### config.mk
export PLATFORM = sky130hd
export DESIGN_NAME = burst_sram_host_flat
export DESIGN_NICKNAME = d
export VERILOG_FILES = /design/src/logic/burst_sram_pkg.sv /design/src/logic/burst_sram_if.sv /design/src/logic/sync_fifo.sv /design/src/logic/burst_sram_host.sv /design/src/flat_wrapper.sv
export SDC_FILE = /design/constraint.sdc
export NUM_CORES = 1
export LEC_CHECK = 0
export BUFFER_PORTS_ARGS = -buffer_cell sky130_fd_sc_hd__buf_2
export CORE_MARGIN = 5
export CORE_UTILIZATION = 30
export CTS_CLUSTER_DIAMETER = 100
export CTS_CLUSTER_SIZE = 14
export DETAILED_ROUTE_END_ITERATION = 8
export PLACE_DENSITY = 0.48
export SLEW_MARGIN = 10
export SYNTH_ARGS = -nofsm -noshare
export SYNTH_HDL_FRONTEND = slang
export SYNTH_SLANG_ARGS = --single-unit
### constraint.sdc
create_clock -name ref_clk -period 2.6 [get_ports ref_clk]
set_clock_uncertainty 0.2 [all_clocks]
set_input_delay 0.26 -clock ref_clk [delete_from_list [all_inputs] [get_ports ref_clk]]
set_output_delay 0.26 -clock ref_clk [all_outputs]
set_load 0.05 [all_outputs]
### src/logic/burst_sram_pkg.sv
// Operation
// (RULE1) Both output clocks high at power on: single-clock strap
// (RULE2) Read and write ports work independently
// (RULE3) Read after write returns newest data
// (RULE4) Both selected from idle: read first
// (RULE5) Both selected after read: write starts
// (RULE6) Both selected after write: read starts
// (RULE7) Both held selected: alternate, starting with read
// (RULE8) Port selects sampled on positive clock rise only
// (RULE9) Deselect affects one port; bursts finish first
// (RULE10) Recalibrate output impedance every 1024 cycles
// (RULE11) Two free-running echo clocks follow output clocks; in single-clock mode they follow the input clocks instead
// (RULE12) DLL locks after 1024 stable input clocks
// (RULE13) Clock stopped 30 ns or more resets DLL
// (RULE14) Low DLL-off pin disables the DLL
// (RULE15) Write: address at t, four words t+1, t+2
// (RULE16) Read: words from complementary clock t+1 to t+3
// (RULE17) Powers up deselected, read outputs high impedance
// (RULE18) Back-to-back same-kind requests: second one ignored
// (RULE19) Select used last rise is don't-care next rise
// (RULE20) Stopped clocks held high for fastest restart
// (RULE21) Read deselect: finish, float after positive clock
// (RULE22) Deasserted byte select keeps stored byte
// (RULE23) Both deselected: ignore write data, outputs float
`default_nettype none
package burst_sram_pkg;
	localparam int DATA_W = 18;
	localparam int BYTE_W = 9;
	localparam int NBYTE = 2;
	localparam int ADDR_W = 6;
	localparam int MEM_AW = ADDR_W + 2;
	localparam int BURST = 4;
	localparam int FIFO_DEPTH = 16;
	localparam int CLK_PERIOD_NS = 10;
	localparam int DLL_STOP_NS = 30;
	localparam int DLL_STOP_CYC =
		(DLL_STOP_NS + CLK_PERIOD_NS - 1) / CLK_PERIOD_NS;
	localparam logic [10:0] DLL_LOCK_CYC = 11'h400;
	localparam logic [9:0] ZQ_CAL_LAST = 10'h3FF;

	// Last operation started on a positive clock rise
	typedef enum logic [1:0] {
		LAST_NONE = 2'h0,
		LAST_RD = 2'h1,
		LAST_WR = 2'h3
	} last_op_e;

	// Replace only the bytes whose active-low select is low
	function automatic logic [DATA_W-1:0] byte_merge(
		input logic [DATA_W-1:0] old_w,
		input logic [DATA_W-1:0] new_w,
		input logic [NBYTE-1:0] sel_n);
		logic [DATA_W-1:0] r;
		r = old_w;
		for (int b = 0; b < NBYTE; b++) begin
			if (!sel_n[b]) begin
				r[b*BYTE_W +: BYTE_W] = new_w[b*BYTE_W +: BYTE_W];
			end
		end
		return r;
	endfunction : byte_merge

	// Word index of a burst from its one-hot beat slot
	function automatic logic [1:0] beat_idx(input logic [3:0] hot);
		logic [1:0] i;
		i = 2'h0;
		if (hot[1]) begin
			i = 2'h1;
		end else if (hot[2]) begin
			i = 2'h2;
		end else if (hot[3]) begin
			i = 2'h3;
		end
		return i;
	endfunction : beat_idx
endpackage : burst_sram_pkg
`default_nettype wire

### src/logic/burst_sram_if.sv
`timescale 1ns/1ns
`default_nettype none
interface burst_sram_if;
	logic k_pos;
	logic k_neg;
	logic c_pos;
	logic c_neg;
	logic read_port_select_n;
	logic write_port_select_n;
	logic [burst_sram_pkg::ADDR_W-1:0] addr;
	logic [burst_sram_pkg::DATA_W-1:0] wdata;
	logic [burst_sram_pkg::NBYTE-1:0] byte_write_select_n;
	logic dll_off_n;
	logic [burst_sram_pkg::DATA_W-1:0] rdata;
	logic rdata_oe;
	logic echo_clock_pos;
	logic echo_clock_neg;
	logic dll_locked;

	modport dev (
		input k_pos, k_neg, c_pos, c_neg,
		input read_port_select_n, write_port_select_n,
		input addr, wdata, byte_write_select_n, dll_off_n,
		output rdata, rdata_oe, echo_clock_pos, echo_clock_neg,
		output dll_locked
	);
	modport host (
		output k_pos, k_neg, c_pos, c_neg,
		output read_port_select_n, write_port_select_n,
		output addr, wdata, byte_write_select_n, dll_off_n,
		input rdata, rdata_oe, echo_clock_pos, echo_clock_neg,
		input dll_locked
	);
endinterface : burst_sram_if
`default_nettype wire

### src/logic/sync_fifo.sv
`timescale 1ns/1ns
`default_nettype none
module sync_fifo #(
	parameter int WIDTH = 20,
	parameter int DEPTH = 16
) (
	// Clock and reset
	input wire logic ref_clk,
	input wire logic nrst,
	// Fill side
	input wire logic in_valid,
	output logic in_ready,
	input wire logic [WIDTH-1:0] in_data,
	// Drain side
	output logic out_valid,
	input wire logic out_ready,
	output logic [WIDTH-1:0] out_data,
	output logic [$clog2(DEPTH):0] count
);
	localparam int AW = $clog2(DEPTH);
	logic [WIDTH-1:0] mem_q [0:DEPTH-1];
	logic [AW-1:0] wp_q;
	logic [AW-1:0] rp_q;
	logic [AW:0] cnt_d;
	logic push;
	logic pop;

	// Flags are registered from the next count, so they never lie
	assign push = in_valid & in_ready;
	assign pop = out_valid & out_ready;
	assign cnt_d = count + (AW+1)'(push) - (AW+1)'(pop);
	assign out_data = mem_q[rp_q];

	// Storage; pointers wrap because depth is a power of two
	always_ff @(posedge ref_clk) begin
		if (push) begin
			mem_q[wp_q] <= in_data;
		end
	end

	// Pointers, count and flags
	always_ff @(posedge ref_clk) begin
		if (!nrst) begin
			wp_q <= '0;
			rp_q <= '0;
			count <= '0;
			in_ready <= 1'h0;
			out_valid <= 1'h0;
		end else begin
			wp_q <= wp_q + AW'(push);
			rp_q <= rp_q + AW'(pop);
			count <= cnt_d;
			in_ready <= cnt_d != (AW+1)'(DEPTH);
			out_valid <= cnt_d != '0;
		end
	end
endmodule : sync_fifo
`default_nettype wire

### src/logic/burst_sram_host.sv
`timescale 1ns/1ns
`default_nettype none
module burst_sram_host (
	// Clock and reset
	input wire logic ref_clk,
	input wire logic nrst,
	// Link to the memory
	burst_sram_if.host lnk,
	// Command port
	input wire logic cmd_valid,
	input wire logic cmd_write,
	input wire logic [burst_sram_pkg::ADDR_W-1:0] cmd_addr,
	output logic cmd_ready,
	// Write data port
	input wire logic wr_valid,
	input wire logic [burst_sram_pkg::DATA_W-1:0] wr_data,
	input wire logic [burst_sram_pkg::NBYTE-1:0] wr_byte_n,
	output logic wr_ready,
	// Read data port
	output logic rd_valid,
	output logic [burst_sram_pkg::DATA_W-1:0] rd_data,
	// Clock and mode control
	input wire logic stop_clocks,
	input wire logic single_clock,
	input wire logic dll_enable,
	output logic link_ready
);
	localparam int FW = burst_sram_pkg::DATA_W + burst_sram_pkg::NBYTE;
	logic [FW-1:0] f_out;
	logic [$clog2(burst_sram_pkg::FIFO_DEPTH):0] f_count;
	logic f_valid;
	logic f_pop;
	logic single_q;
	logic strap_q;
	logic pend_v_q;
	logic pend_w_q;
	logic [burst_sram_pkg::ADDR_W-1:0] pend_a_q;
	logic pend_v_d;
	logic issue;
	logic [5:1] wr_sr_q;
	logic [8:1] rd_sr_q;
	burst_sram_pkg::last_op_e last_q;

	// Write words wait here; a full buffer stalls the user side
	sync_fifo #(
		.WIDTH(FW),
		.DEPTH(burst_sram_pkg::FIFO_DEPTH)
	) u_wr_fifo (
		.ref_clk(ref_clk),
		.nrst(nrst),
		.in_valid(wr_valid),
		.in_ready(wr_ready),
		.in_data({wr_byte_n, wr_data}),
		.out_valid(f_valid),
		.out_ready(f_pop),
		.out_data(f_out),
		.count(f_count)
	);

	// Issue only ahead of a rise, never twice the same kind in a row
	always_comb begin
		issue = pend_v_q & ~lnk.k_pos & ~stop_clocks & link_ready;
		if (pend_w_q) begin
			issue = issue & (last_q != burst_sram_pkg::LAST_WR) &
				(f_count >= ($bits(f_count))'(burst_sram_pkg::BURST)); // (RULE18)
		end else begin
			issue = issue & (last_q != burst_sram_pkg::LAST_RD); // (RULE18)
		end
		pend_v_d = issue ? 1'h0 : (pend_v_q | (cmd_valid & cmd_ready));
	end
	assign f_pop = f_valid & (|wr_sr_q[5:2]);

	// Strap is fixed at the first edge after reset
	always_ff @(posedge ref_clk) begin
		if (!nrst) begin
			single_q <= 1'h0;
			strap_q <= 1'h0;
		end else if (!strap_q) begin
			single_q <= single_clock; // (RULE1)
			strap_q <= 1'h1;
		end
	end

	// Input and output clock pairs; stopped clocks rest high
	always_ff @(posedge ref_clk) begin
		if (!nrst) begin
			lnk.k_pos <= 1'h0;
			lnk.k_neg <= 1'h1;
			lnk.c_pos <= 1'h1;
			lnk.c_neg <= 1'h1;
		end else if (stop_clocks) begin
			lnk.k_pos <= 1'h1; // (RULE20)
			lnk.k_neg <= 1'h1;
			lnk.c_pos <= 1'h1;
			lnk.c_neg <= 1'h1;
		end else begin
			lnk.k_pos <= ~lnk.k_pos;
			lnk.k_neg <= lnk.k_pos;
			lnk.c_pos <= (strap_q ? single_q : single_clock) | ~lnk.k_pos; // (RULE1)
			lnk.c_neg <= (strap_q ? single_q : single_clock) | lnk.k_pos;
		end
	end

	// Pending command and last started kind
	always_ff @(posedge ref_clk) begin
		if (!nrst) begin
			pend_v_q <= 1'h0;
			pend_w_q <= 1'h0;
			pend_a_q <= '0;
			cmd_ready <= 1'h0;
			last_q <= burst_sram_pkg::LAST_NONE;
			link_ready <= 1'h0;
			lnk.dll_off_n <= 1'h0;
		end else begin
			pend_v_q <= pend_v_d;
			cmd_ready <= ~pend_v_d;
			link_ready <= ~dll_enable | lnk.dll_locked;
			lnk.dll_off_n <= dll_enable;
			if (cmd_valid & cmd_ready) begin
				pend_w_q <= cmd_write;
				pend_a_q <= cmd_addr;
			end
			if (!lnk.k_pos && !stop_clocks) begin
				case ({issue, pend_w_q})
					2'h2: last_q <= burst_sram_pkg::LAST_RD;
					2'h3: last_q <= burst_sram_pkg::LAST_WR;
					default: last_q <= burst_sram_pkg::LAST_NONE;
				endcase
			end
		end
	end

	// Selects for one edge around the rise, then idle high
	always_ff @(posedge ref_clk) begin
		if (!nrst) begin
			lnk.read_port_select_n <= 1'h1;
			lnk.write_port_select_n <= 1'h1;
			lnk.addr <= '0;
			wr_sr_q <= '0;
			rd_sr_q <= '0;
		end else begin
			lnk.read_port_select_n <= ~(issue & ~pend_w_q);
			lnk.write_port_select_n <= ~(issue & pend_w_q);
			if (issue) begin
				lnk.addr <= pend_a_q;
			end
			wr_sr_q <= {wr_sr_q[4:1], issue & pend_w_q};
			rd_sr_q <= {rd_sr_q[7:1], issue & ~pend_w_q};
		end
	end

	// Write words on four successive edges after the address
	always_ff @(posedge ref_clk) begin
		if (!nrst) begin
			lnk.wdata <= '0;
			lnk.byte_write_select_n <= '1;
		end else if (f_pop) begin
			lnk.wdata <= f_out[burst_sram_pkg::DATA_W-1:0]; // (RULE15)
			lnk.byte_write_select_n <= f_out[FW-1:burst_sram_pkg::DATA_W];
		end else begin
			lnk.wdata <= '0;
			lnk.byte_write_select_n <= '1;
		end
	end

	// Read words captured one edge after the memory drives them
	always_ff @(posedge ref_clk) begin
		if (!nrst) begin
			rd_valid <= 1'h0;
			rd_data <= '0;
		end else begin
			rd_valid <= |rd_sr_q[8:5]; // (RULE16)
			rd_data <= lnk.rdata;
		end
	end
endmodule : burst_sram_host
`default_nettype wire

### src/flat_wrapper.sv
// flat-port wrapper written by rule: the top's interface ports become plain ports
module burst_sram_host_flat 
  (ref_clk, nrst, cmd_valid, cmd_write, cmd_addr, cmd_ready, wr_valid, wr_data, wr_byte_n, wr_ready, rd_valid, rd_data, stop_clocks, single_clock, dll_enable, link_ready, lnk_k_pos, lnk_k_neg, lnk_c_pos, lnk_c_neg, lnk_read_port_select_n, lnk_write_port_select_n, lnk_addr, lnk_wdata, lnk_byte_write_select_n, lnk_dll_off_n, lnk_rdata, lnk_rdata_oe, lnk_echo_clock_pos, lnk_echo_clock_neg, lnk_dll_locked);
  burst_sram_if lnk_i ();
  input wire logic ref_clk;
  input wire logic nrst;
  input wire logic cmd_valid;
  input wire logic cmd_write;
  input wire logic [burst_sram_pkg::ADDR_W-1:0] cmd_addr;
  output logic cmd_ready;
  input wire logic wr_valid;
  input wire logic [burst_sram_pkg::DATA_W-1:0] wr_data;
  input wire logic [burst_sram_pkg::NBYTE-1:0] wr_byte_n;
  output logic wr_ready;
  output logic rd_valid;
  output logic [burst_sram_pkg::DATA_W-1:0] rd_data;
  input wire logic stop_clocks;
  input wire logic single_clock;
  input wire logic dll_enable;
  output logic link_ready;
  output wire logic [$bits(lnk_i.k_pos)-1:0] lnk_k_pos;
  output wire logic [$bits(lnk_i.k_neg)-1:0] lnk_k_neg;
  output wire logic [$bits(lnk_i.c_pos)-1:0] lnk_c_pos;
  output wire logic [$bits(lnk_i.c_neg)-1:0] lnk_c_neg;
  output wire logic [$bits(lnk_i.read_port_select_n)-1:0] lnk_read_port_select_n;
  output wire logic [$bits(lnk_i.write_port_select_n)-1:0] lnk_write_port_select_n;
  output wire logic [$bits(lnk_i.addr)-1:0] lnk_addr;
  output wire logic [$bits(lnk_i.wdata)-1:0] lnk_wdata;
  output wire logic [$bits(lnk_i.byte_write_select_n)-1:0] lnk_byte_write_select_n;
  output wire logic [$bits(lnk_i.dll_off_n)-1:0] lnk_dll_off_n;
  input wire logic [$bits(lnk_i.rdata)-1:0] lnk_rdata;
  input wire logic [$bits(lnk_i.rdata_oe)-1:0] lnk_rdata_oe;
  input wire logic [$bits(lnk_i.echo_clock_pos)-1:0] lnk_echo_clock_pos;
  input wire logic [$bits(lnk_i.echo_clock_neg)-1:0] lnk_echo_clock_neg;
  input wire logic [$bits(lnk_i.dll_locked)-1:0] lnk_dll_locked;
  assign lnk_k_pos = lnk_i.k_pos;
  assign lnk_k_neg = lnk_i.k_neg;
  assign lnk_c_pos = lnk_i.c_pos;
  assign lnk_c_neg = lnk_i.c_neg;
  assign lnk_read_port_select_n = lnk_i.read_port_select_n;
  assign lnk_write_port_select_n = lnk_i.write_port_select_n;
  assign lnk_addr = lnk_i.addr;
  assign lnk_wdata = lnk_i.wdata;
  assign lnk_byte_write_select_n = lnk_i.byte_write_select_n;
  assign lnk_dll_off_n = lnk_i.dll_off_n;
  assign lnk_i.rdata = lnk_rdata;
  assign lnk_i.rdata_oe = lnk_rdata_oe;
  assign lnk_i.echo_clock_pos = lnk_echo_clock_pos;
  assign lnk_i.echo_clock_neg = lnk_echo_clock_neg;
  assign lnk_i.dll_locked = lnk_dll_locked;
  burst_sram_host u_core (.ref_clk(ref_clk), .nrst(nrst), .lnk(lnk_i), .cmd_valid(cmd_valid), .cmd_write(cmd_write), .cmd_addr(cmd_addr), .cmd_ready(cmd_ready), .wr_valid(wr_valid), .wr_data(wr_data), .wr_byte_n(wr_byte_n), .wr_ready(wr_ready), .rd_valid(rd_valid), .rd_data(rd_data), .stop_clocks(stop_clocks), .single_clock(single_clock), .dll_enable(dll_enable), .link_ready(link_ready));
endmodule
# --- After elaboration in Yosys (flattened, before gate mapping) ---
# Memory sizes are Yosys's and may differ from the RTL's. A register that Yosys moved wholly into a read port is not among the register bits.
# Cells that the tools add are included.
classes:
  mux: 8
  n_bitwise: 24
  n_lt_le_gt_ge: 1
  addsub: 4
  eq_ne: 5
  reduce_logical: 9
ops:
  columns: ["operator", "count"]
  rows:
  - ["$and A1 B1 Y1", 12]
  - ["$add A4 B1 Y4", 2]
  - ["$not A1 Y1", 8]
  - ["$reduce_or A4 Y1", 2]
  - ["$mux W1", 7]
  - ["$add A5 B1 Y5", 1]
  - ["$ge A5 B3 Y1 const B", 1]
  - ["$ne A5 B5 Y1 const B", 1]
  - ["$reduce_bool A5 Y1", 1]
  - ["$sub A5 B1 Y5", 1]
  - ["$eq A2 B2 Y1 const B", 2]
  - ["$or A1 B1 Y1", 4]
  - ["$pmux W2 S2", 1]
  - ["$logic_not A1 Y1", 3]
  - ["$ne A2 B1 Y1 const B", 1]
  - ["$ne A2 B2 Y1 const B", 1]
  - ["$reduce_and A2 Y1", 1]
  - ["$reduce_or A2 Y1", 1]
  - ["$logic_and A1 B1 Y1", 1]
word_totals:
  ram_bits: 320
  reg_bits: 74
  in_bits: 56
  n_memories: 1
memory_table:
  columns: ["memory", "depth", "width", "rd", "rd_clocked_by_memory_dff", "wr", "line", "text"]
  rows:
  - ["u_core.u_wr_fifo.mem_q", 16, 20, 1, 1, 1, "sync_fifo.sv:21", "logic [WIDTH-1:0] mem_q [0:DEPTH-1];"]

# --- Longest topological paths before layout ---
depth:
  word_depth: 9
  ltp_mapped: 10

# --- By module ---
# Synthesis repeated with hierarchy kept, for this count alone.
unflattened:
  hier_cells: 800
  area_unflattened_um2: 15164.5
modules_own_cells:
  columns: ["module", "seq_area_each_um2", "n_inst", "area_per_inst_um2", "cells_each"]
  rows:
  - ["sync_fifo", 9909.5, 1, 12738.5, 582]
  - ["burst_sram_host", 1581.5, 1, 2426.1, 218]

# --- Worst setup path after synthesis ---
# No wires, ideal clock.
synth_path:
  path_kind: "reg2reg"
  start: "reg u_core.u_wr_fifo.in_ready"
  end: "mem u_core.u_wr_fifo.mem_q[0][0] (enable)"
  arrival_time_ns: 2.590
  path_stages_with_launch: 4
  path_buffers: 0
  setup_slack_ns: -0.612
  period_less_slack_ns: 3.212
  required_time_ns: 1.978
  setup_time_ns: 0.422
  path_cell_list: "dfxtp_1 nand2_1 or3_1 nor3_1"
synth_between:
  elab_chain_cells: 3
synth_rtl:
  columns: ["element", "line", "text"]
  rows:
  - ["from (decl)", "sync_fifo.sv:12", "output logic in_ready,"]
  - ["from (signal assigned)", "sync_fifo.sv:53", "in_ready <= cnt_d != (AW+1)'(DEPTH);"]
  - ["$and A1 B1 Y1", "sync_fifo.sv:29", "assign push = in_valid & in_ready;"]
  - ["$mux W1", "sync_fifo.sv:36", "if (push) begin"]
  - ["$mux W1 (implied by the code)", "sync_fifo.sv:37", "mem_q[wp_q] <= in_data;"]
  - ["to (decl)", "sync_fifo.sv:21", null]
# Every way passes these cells.

# --- Worst setup path in the final report ---
layout_path:
  start: "reg u_core.wr_sr_q[5] (netlist name)"
  end: "reg u_core.u_wr_fifo.in_ready"
layout_between:
  elab_chain_cells: 5
layout_rtl:
  columns: ["element", "line", "text"]
  rows:
  - ["from (decl)", "burst_sram_host.sv:40", "logic [5:1] wr_sr_q;"]
  - ["from (signal assigned)", "burst_sram_host.sv:147", "wr_sr_q <= {wr_sr_q[4:1], issue & pend_w_q};"]
  - ["$reduce_or A4 Y1", "burst_sram_host.sv:71", "assign f_pop = f_valid & (|wr_sr_q[5:2]);"]
  - ["$and A1 B1 Y1", "burst_sram_host.sv:71", null]
  - ["$and A1 B1 Y1", "sync_fifo.sv:30", "assign pop = out_valid & out_ready;"]
  - ["$sub A5 B1 Y5", "sync_fifo.sv:31", "assign cnt_d = count + (AW+1)'(push) - (AW+1)'(pop);"]
  - ["$ne A5 B5 Y1", "sync_fifo.sv:53", null]
# Every way passes these cells.
# A chain may end at the register's enable or synchronous reset.

==> metrics.csv <==
stage,metric,value,unit
clocking,CTS tree,done,
setup_path,CP startpoint,u_core.wr_sr_q[5]$_SDFF_PN0_,
layout,Reg area,11500,um^2
grt,vias in the first global route,8018,
grt,largest net degree at the start of global routing,60,
clocking,root buffer cell,clkbuf_16,
grt,first-pass GRT wire length,51300,um
synth,Post-Syn Nets,862,
power,register share of total power,56.2,%
timing,setup TNS after final layout,0,ns
synth,largest family of logic cells by synthesized area,multiplexers,
synth,register area share after synthesis,74.8,%
setup_path,"reg-to-reg slack, setup",0.05,ns
synth,number of flops mapped to enable cells by yosys,320,
power,Peak VDD IR,0.347,mV
power,clock share of power,36.7,%
clocking,total CTS buffers,35,
synth,Mapped Avg Cell Area,19.3,um^2
timing,RSZ-0062 raised after global routing,yes,
power,Total Power,13100,uW
timing,Tmin final,2.55,ns
placement,RD Place Congestion,0.707,
setup_path,CP arrival,2.72,ns
clocking,clk sinks,414,
min_path,Hold Path Class,in2reg,
floorplan,Die Footprint,55800,um^2
power,pwr/cell area,704,nW/um^2
setup_path,CP Capture Type,register,
timing,Final Cycle Share,98.3,%
grt,overflow left after global routing,0,
power,switching share of power,22.0,%
timing,slew margin rel.,47.2,%
floorplan,core area,51000,um^2
floorplan,num ports,111,
timing,Achievable Freq,391,MHz
grt,antenna violations before repair,1,
routing,post-route ant nets,0,
placement,hpwl dp,19600,um
setup_path,CP Capture Point,u_core.u_wr_fifo.in_ready$_SDFF_PN0_,
clocking,H-tree levels,2,
power,Internal,10200,uW
power,Leak Pwr,0.00634,uW
synth,simple-gate portion of the synthesized area,4.35,%
layout,Syn-to-layout area delta,21.2,%
synth,"Primary FF master, synth",edfxtp_1,
setup_path,worst reg2reg path depth,9,
timing,Min Hold Slack,0.119,ns
setup_path,CP required,2.77,ns
synth,asr flop ratio synth,0,%
synth,mapped cell area,15400,um^2
layout,share of cells above drive strength 1,25.5,%
routing,WL final,33800,um
synth,register bit count reported by yosys,414,
synth,post-synthesis mux area share,13.5,%
timing,Final Setup Violations,0,
setup_path,launch point of the worst reg-to-reg path,u_core.wr_sr_q[5]$_SDFF_PN0_,
timing,Fin. Hold Viols,0,
routing,Remaining DRCs,0,
placement,Placed Area,17000,um^2
timing,Worst Tran Pin Value,0.792,ns
routing,Via Count,7615,
synth,Unique masters post-synth,45,
setup_path,CP max FO,2,
routing,vias per cell,4.46,
setup_path,worst r2r dst,u_core.u_wr_fifo.in_ready$_SDFF_PN0_,
layout,multi-input logic area,3520,um^2
power,combinational power share,7.0,%
synth,Post-Synth Adder-Cell Area,1.03,%
routing,First-pass DRT Iterations,5,
flow_run,max_cap viols,0,
grt,Total GRT Usage,12.0,%
layout,"commonest non-fill, non-tap cell in the layout",edfxtp_1,
layout,design area,18600,um^2
routing,Routed WL per cell,19.8,um
outcome,status,finished clean,
layout,nets,1070,
floorplan,die width,236,um
setup_path,Crit Path Category,reg2reg,
synth,cells after synthesis,794,
synth,XOR/XNOR Fraction of Synth Area,0.456,%
setup_path,startpoint types,register,
clocking,worst skew pair latency,0.53,ns
floorplan,Die Span Y,236,um
layout,most frequent cells in the layout,"320 x edfxtp_1, 107 x buf_2, 90 x dfxtp_1",
floorplan,std cell rows,83,
clocking,"CTS clk-pin slew, worst paths",0.07,ns
synth,yosys warns,0,
routing,Iteration-0 DRC Markers,485,
power,switching power total,2880,uW
timing,Slew Limit Fails,0,
placement,# port buffers,107,
layout,Fillers,4739,
floorplan,Initial Utilization,30.1,%
synth,Synth Area in Compound Gates,2.84,%
clocking,maximum root-to-sink buffer count,3,
min_path,hold depth,5,
-- state kept, by name, indices dropped and copies added (netlist names), 2 cells and up --
register	cells
u_core.last_q	2
u_core.lnk.addr	6
u_core.lnk.byte_write_select_n	2
u_core.lnk.wdata	18
u_core.pend_a_q	6
u_core.rd_data	18
u_core.rd_sr_q	8
u_core.u_wr_fifo.count	5
u_core.u_wr_fifo.mem_q	320
u_core.u_wr_fifo.rp_q	4
u_core.u_wr_fifo.wp_q	4
u_core.wr_sr_q	5
-- synth_stat cells (2+ instances only) --
library cell,instances,share of area (%)
o21a_1,2,0.098
buf_4,5,0.24
nand4_1,2,0.081
mux4_2,42,6.2
inv_1,35,0.86
clkinv_1,15,0.37
mux2i_1,11,0.72
mux2_2,2,0.15
a31oi_1,2,0.081
and2_1,38,1.5
nor2_1,22,0.54
a221o_1,18,1.2
buf_6,5,0.37
buf_12,4,0.52
buf_2,6,0.20
clkbuf_1,13,0.32
nand2b_1,2,0.081
a21oi_1,13,0.42
xnor2_1,3,0.17
dfxtp_1,94,12
o22ai_1,18,0.73
xor2_1,5,0.29
nand2_1,25,0.61
buf_1,4,0.098
nand3_1,15,0.49
edfxtp_1,320,63
nor3_1,6,0.20
a21o_1,2,0.098
ha_1,11,0.90
nor2_2,2,0.081
mux4_1,38,6.5
-- layer usage --
metal / vias to the layer above / wire length [um] / GRT usage [%]
met3: 44 / 1260 / 2.12
li1: 3550 / - / -
met5: - / 0 / 0
met2: 113 / 17000 / 20.5
met4: 0 / 576 / 2.83
met1: 3908 / 14900 / 16.0
-- layout make-up --
cell class                      count  area share, %
Sequential cell                   414           61.8
Multi-Input combinational cell    293           18.9
Timing Repair Buffer              208           8.28
Clock buffer                       59           5.19
Tap cell                          680           4.57
Inverter                           50           1.01
Clock inverter                      3          0.222
Antenna cell                        1         0.0134
-- kinds of logic after synthesis --
family | count (synthesis)
buffers and inverters | 87
AND/OR/NAND/NOR | 121
adder cells (fa/ha/maj) | 12
AO/OA/AOI/OAI | 59
XOR/XNOR | 8
flip-flops | 414
multiplexers | 93
-- repair_timing --
item | 4_1_cts | 5_1_grt
hold buffers | 59 | 0
resized for setup | 4 | 2
buffers inserted | 2 | 1
endpoints found under the hold margin | 361 | 0
endpoints found under the setup margin | 2 | 3
pin swaps | 7 | 7
-- worst min-delay path by stage --
stage	start	endpoint
after floorplan	nrst	u_core.strap_q$_DFF_P_
after global placement	u_core.rd_sr_q[1]$_SDFF_PN0_	u_core.rd_sr_q[2]$_SDFF_PN0_
after detailed placement	u_core.rd_sr_q[1]$_SDFF_PN0_	u_core.rd_sr_q[2]$_SDFF_PN0_
after CTS	wr_valid	u_core.u_wr_fifo.wp_q[0]$_SDFF_PN0_
after global routing	wr_valid	u_core.u_wr_fifo.wp_q[0]$_SDFF_PN0_
final	wr_valid	u_core.u_wr_fifo.wp_q[0]$_SDFF_PN0_
-- power by group through the flow --
stage                     clock [uW]  sequential [uW]  combinational (uW)
after floorplan                    0             7590                 426
after global placement             0             7510                 815
after detailed placement           0             7510                 815
after CTS                       5030             7370                 894
after global routing            5300             7380                1010
final                           4810             7370                 920
-- worst max-delay path, stage by stage, from the launching register on --
cell and delay [ns]:
dfxtp_1 0.30, o41a_1 0.44, ha_1 0.30, inv_2 0.04, ha_4 0.15, fa_2 0.35
a21o_1 0.22, a21oi_4 0.17, xor2_1 0.16, a31oi_1 0.09
-- through the flow --
step                utilization (%)  cells  setup WS, ns
finish                         36.5   1708        0.0452
global route                   36.5   1707       -0.0459
CTS                            36.4   1706      -0.00760
detailed placement             33.3   1583       -0.0145
global placement               33.3   1583       0.00639
floorplan                         -    794       -0.0908
Note: power is estimated with default switching activity, not from simulation.
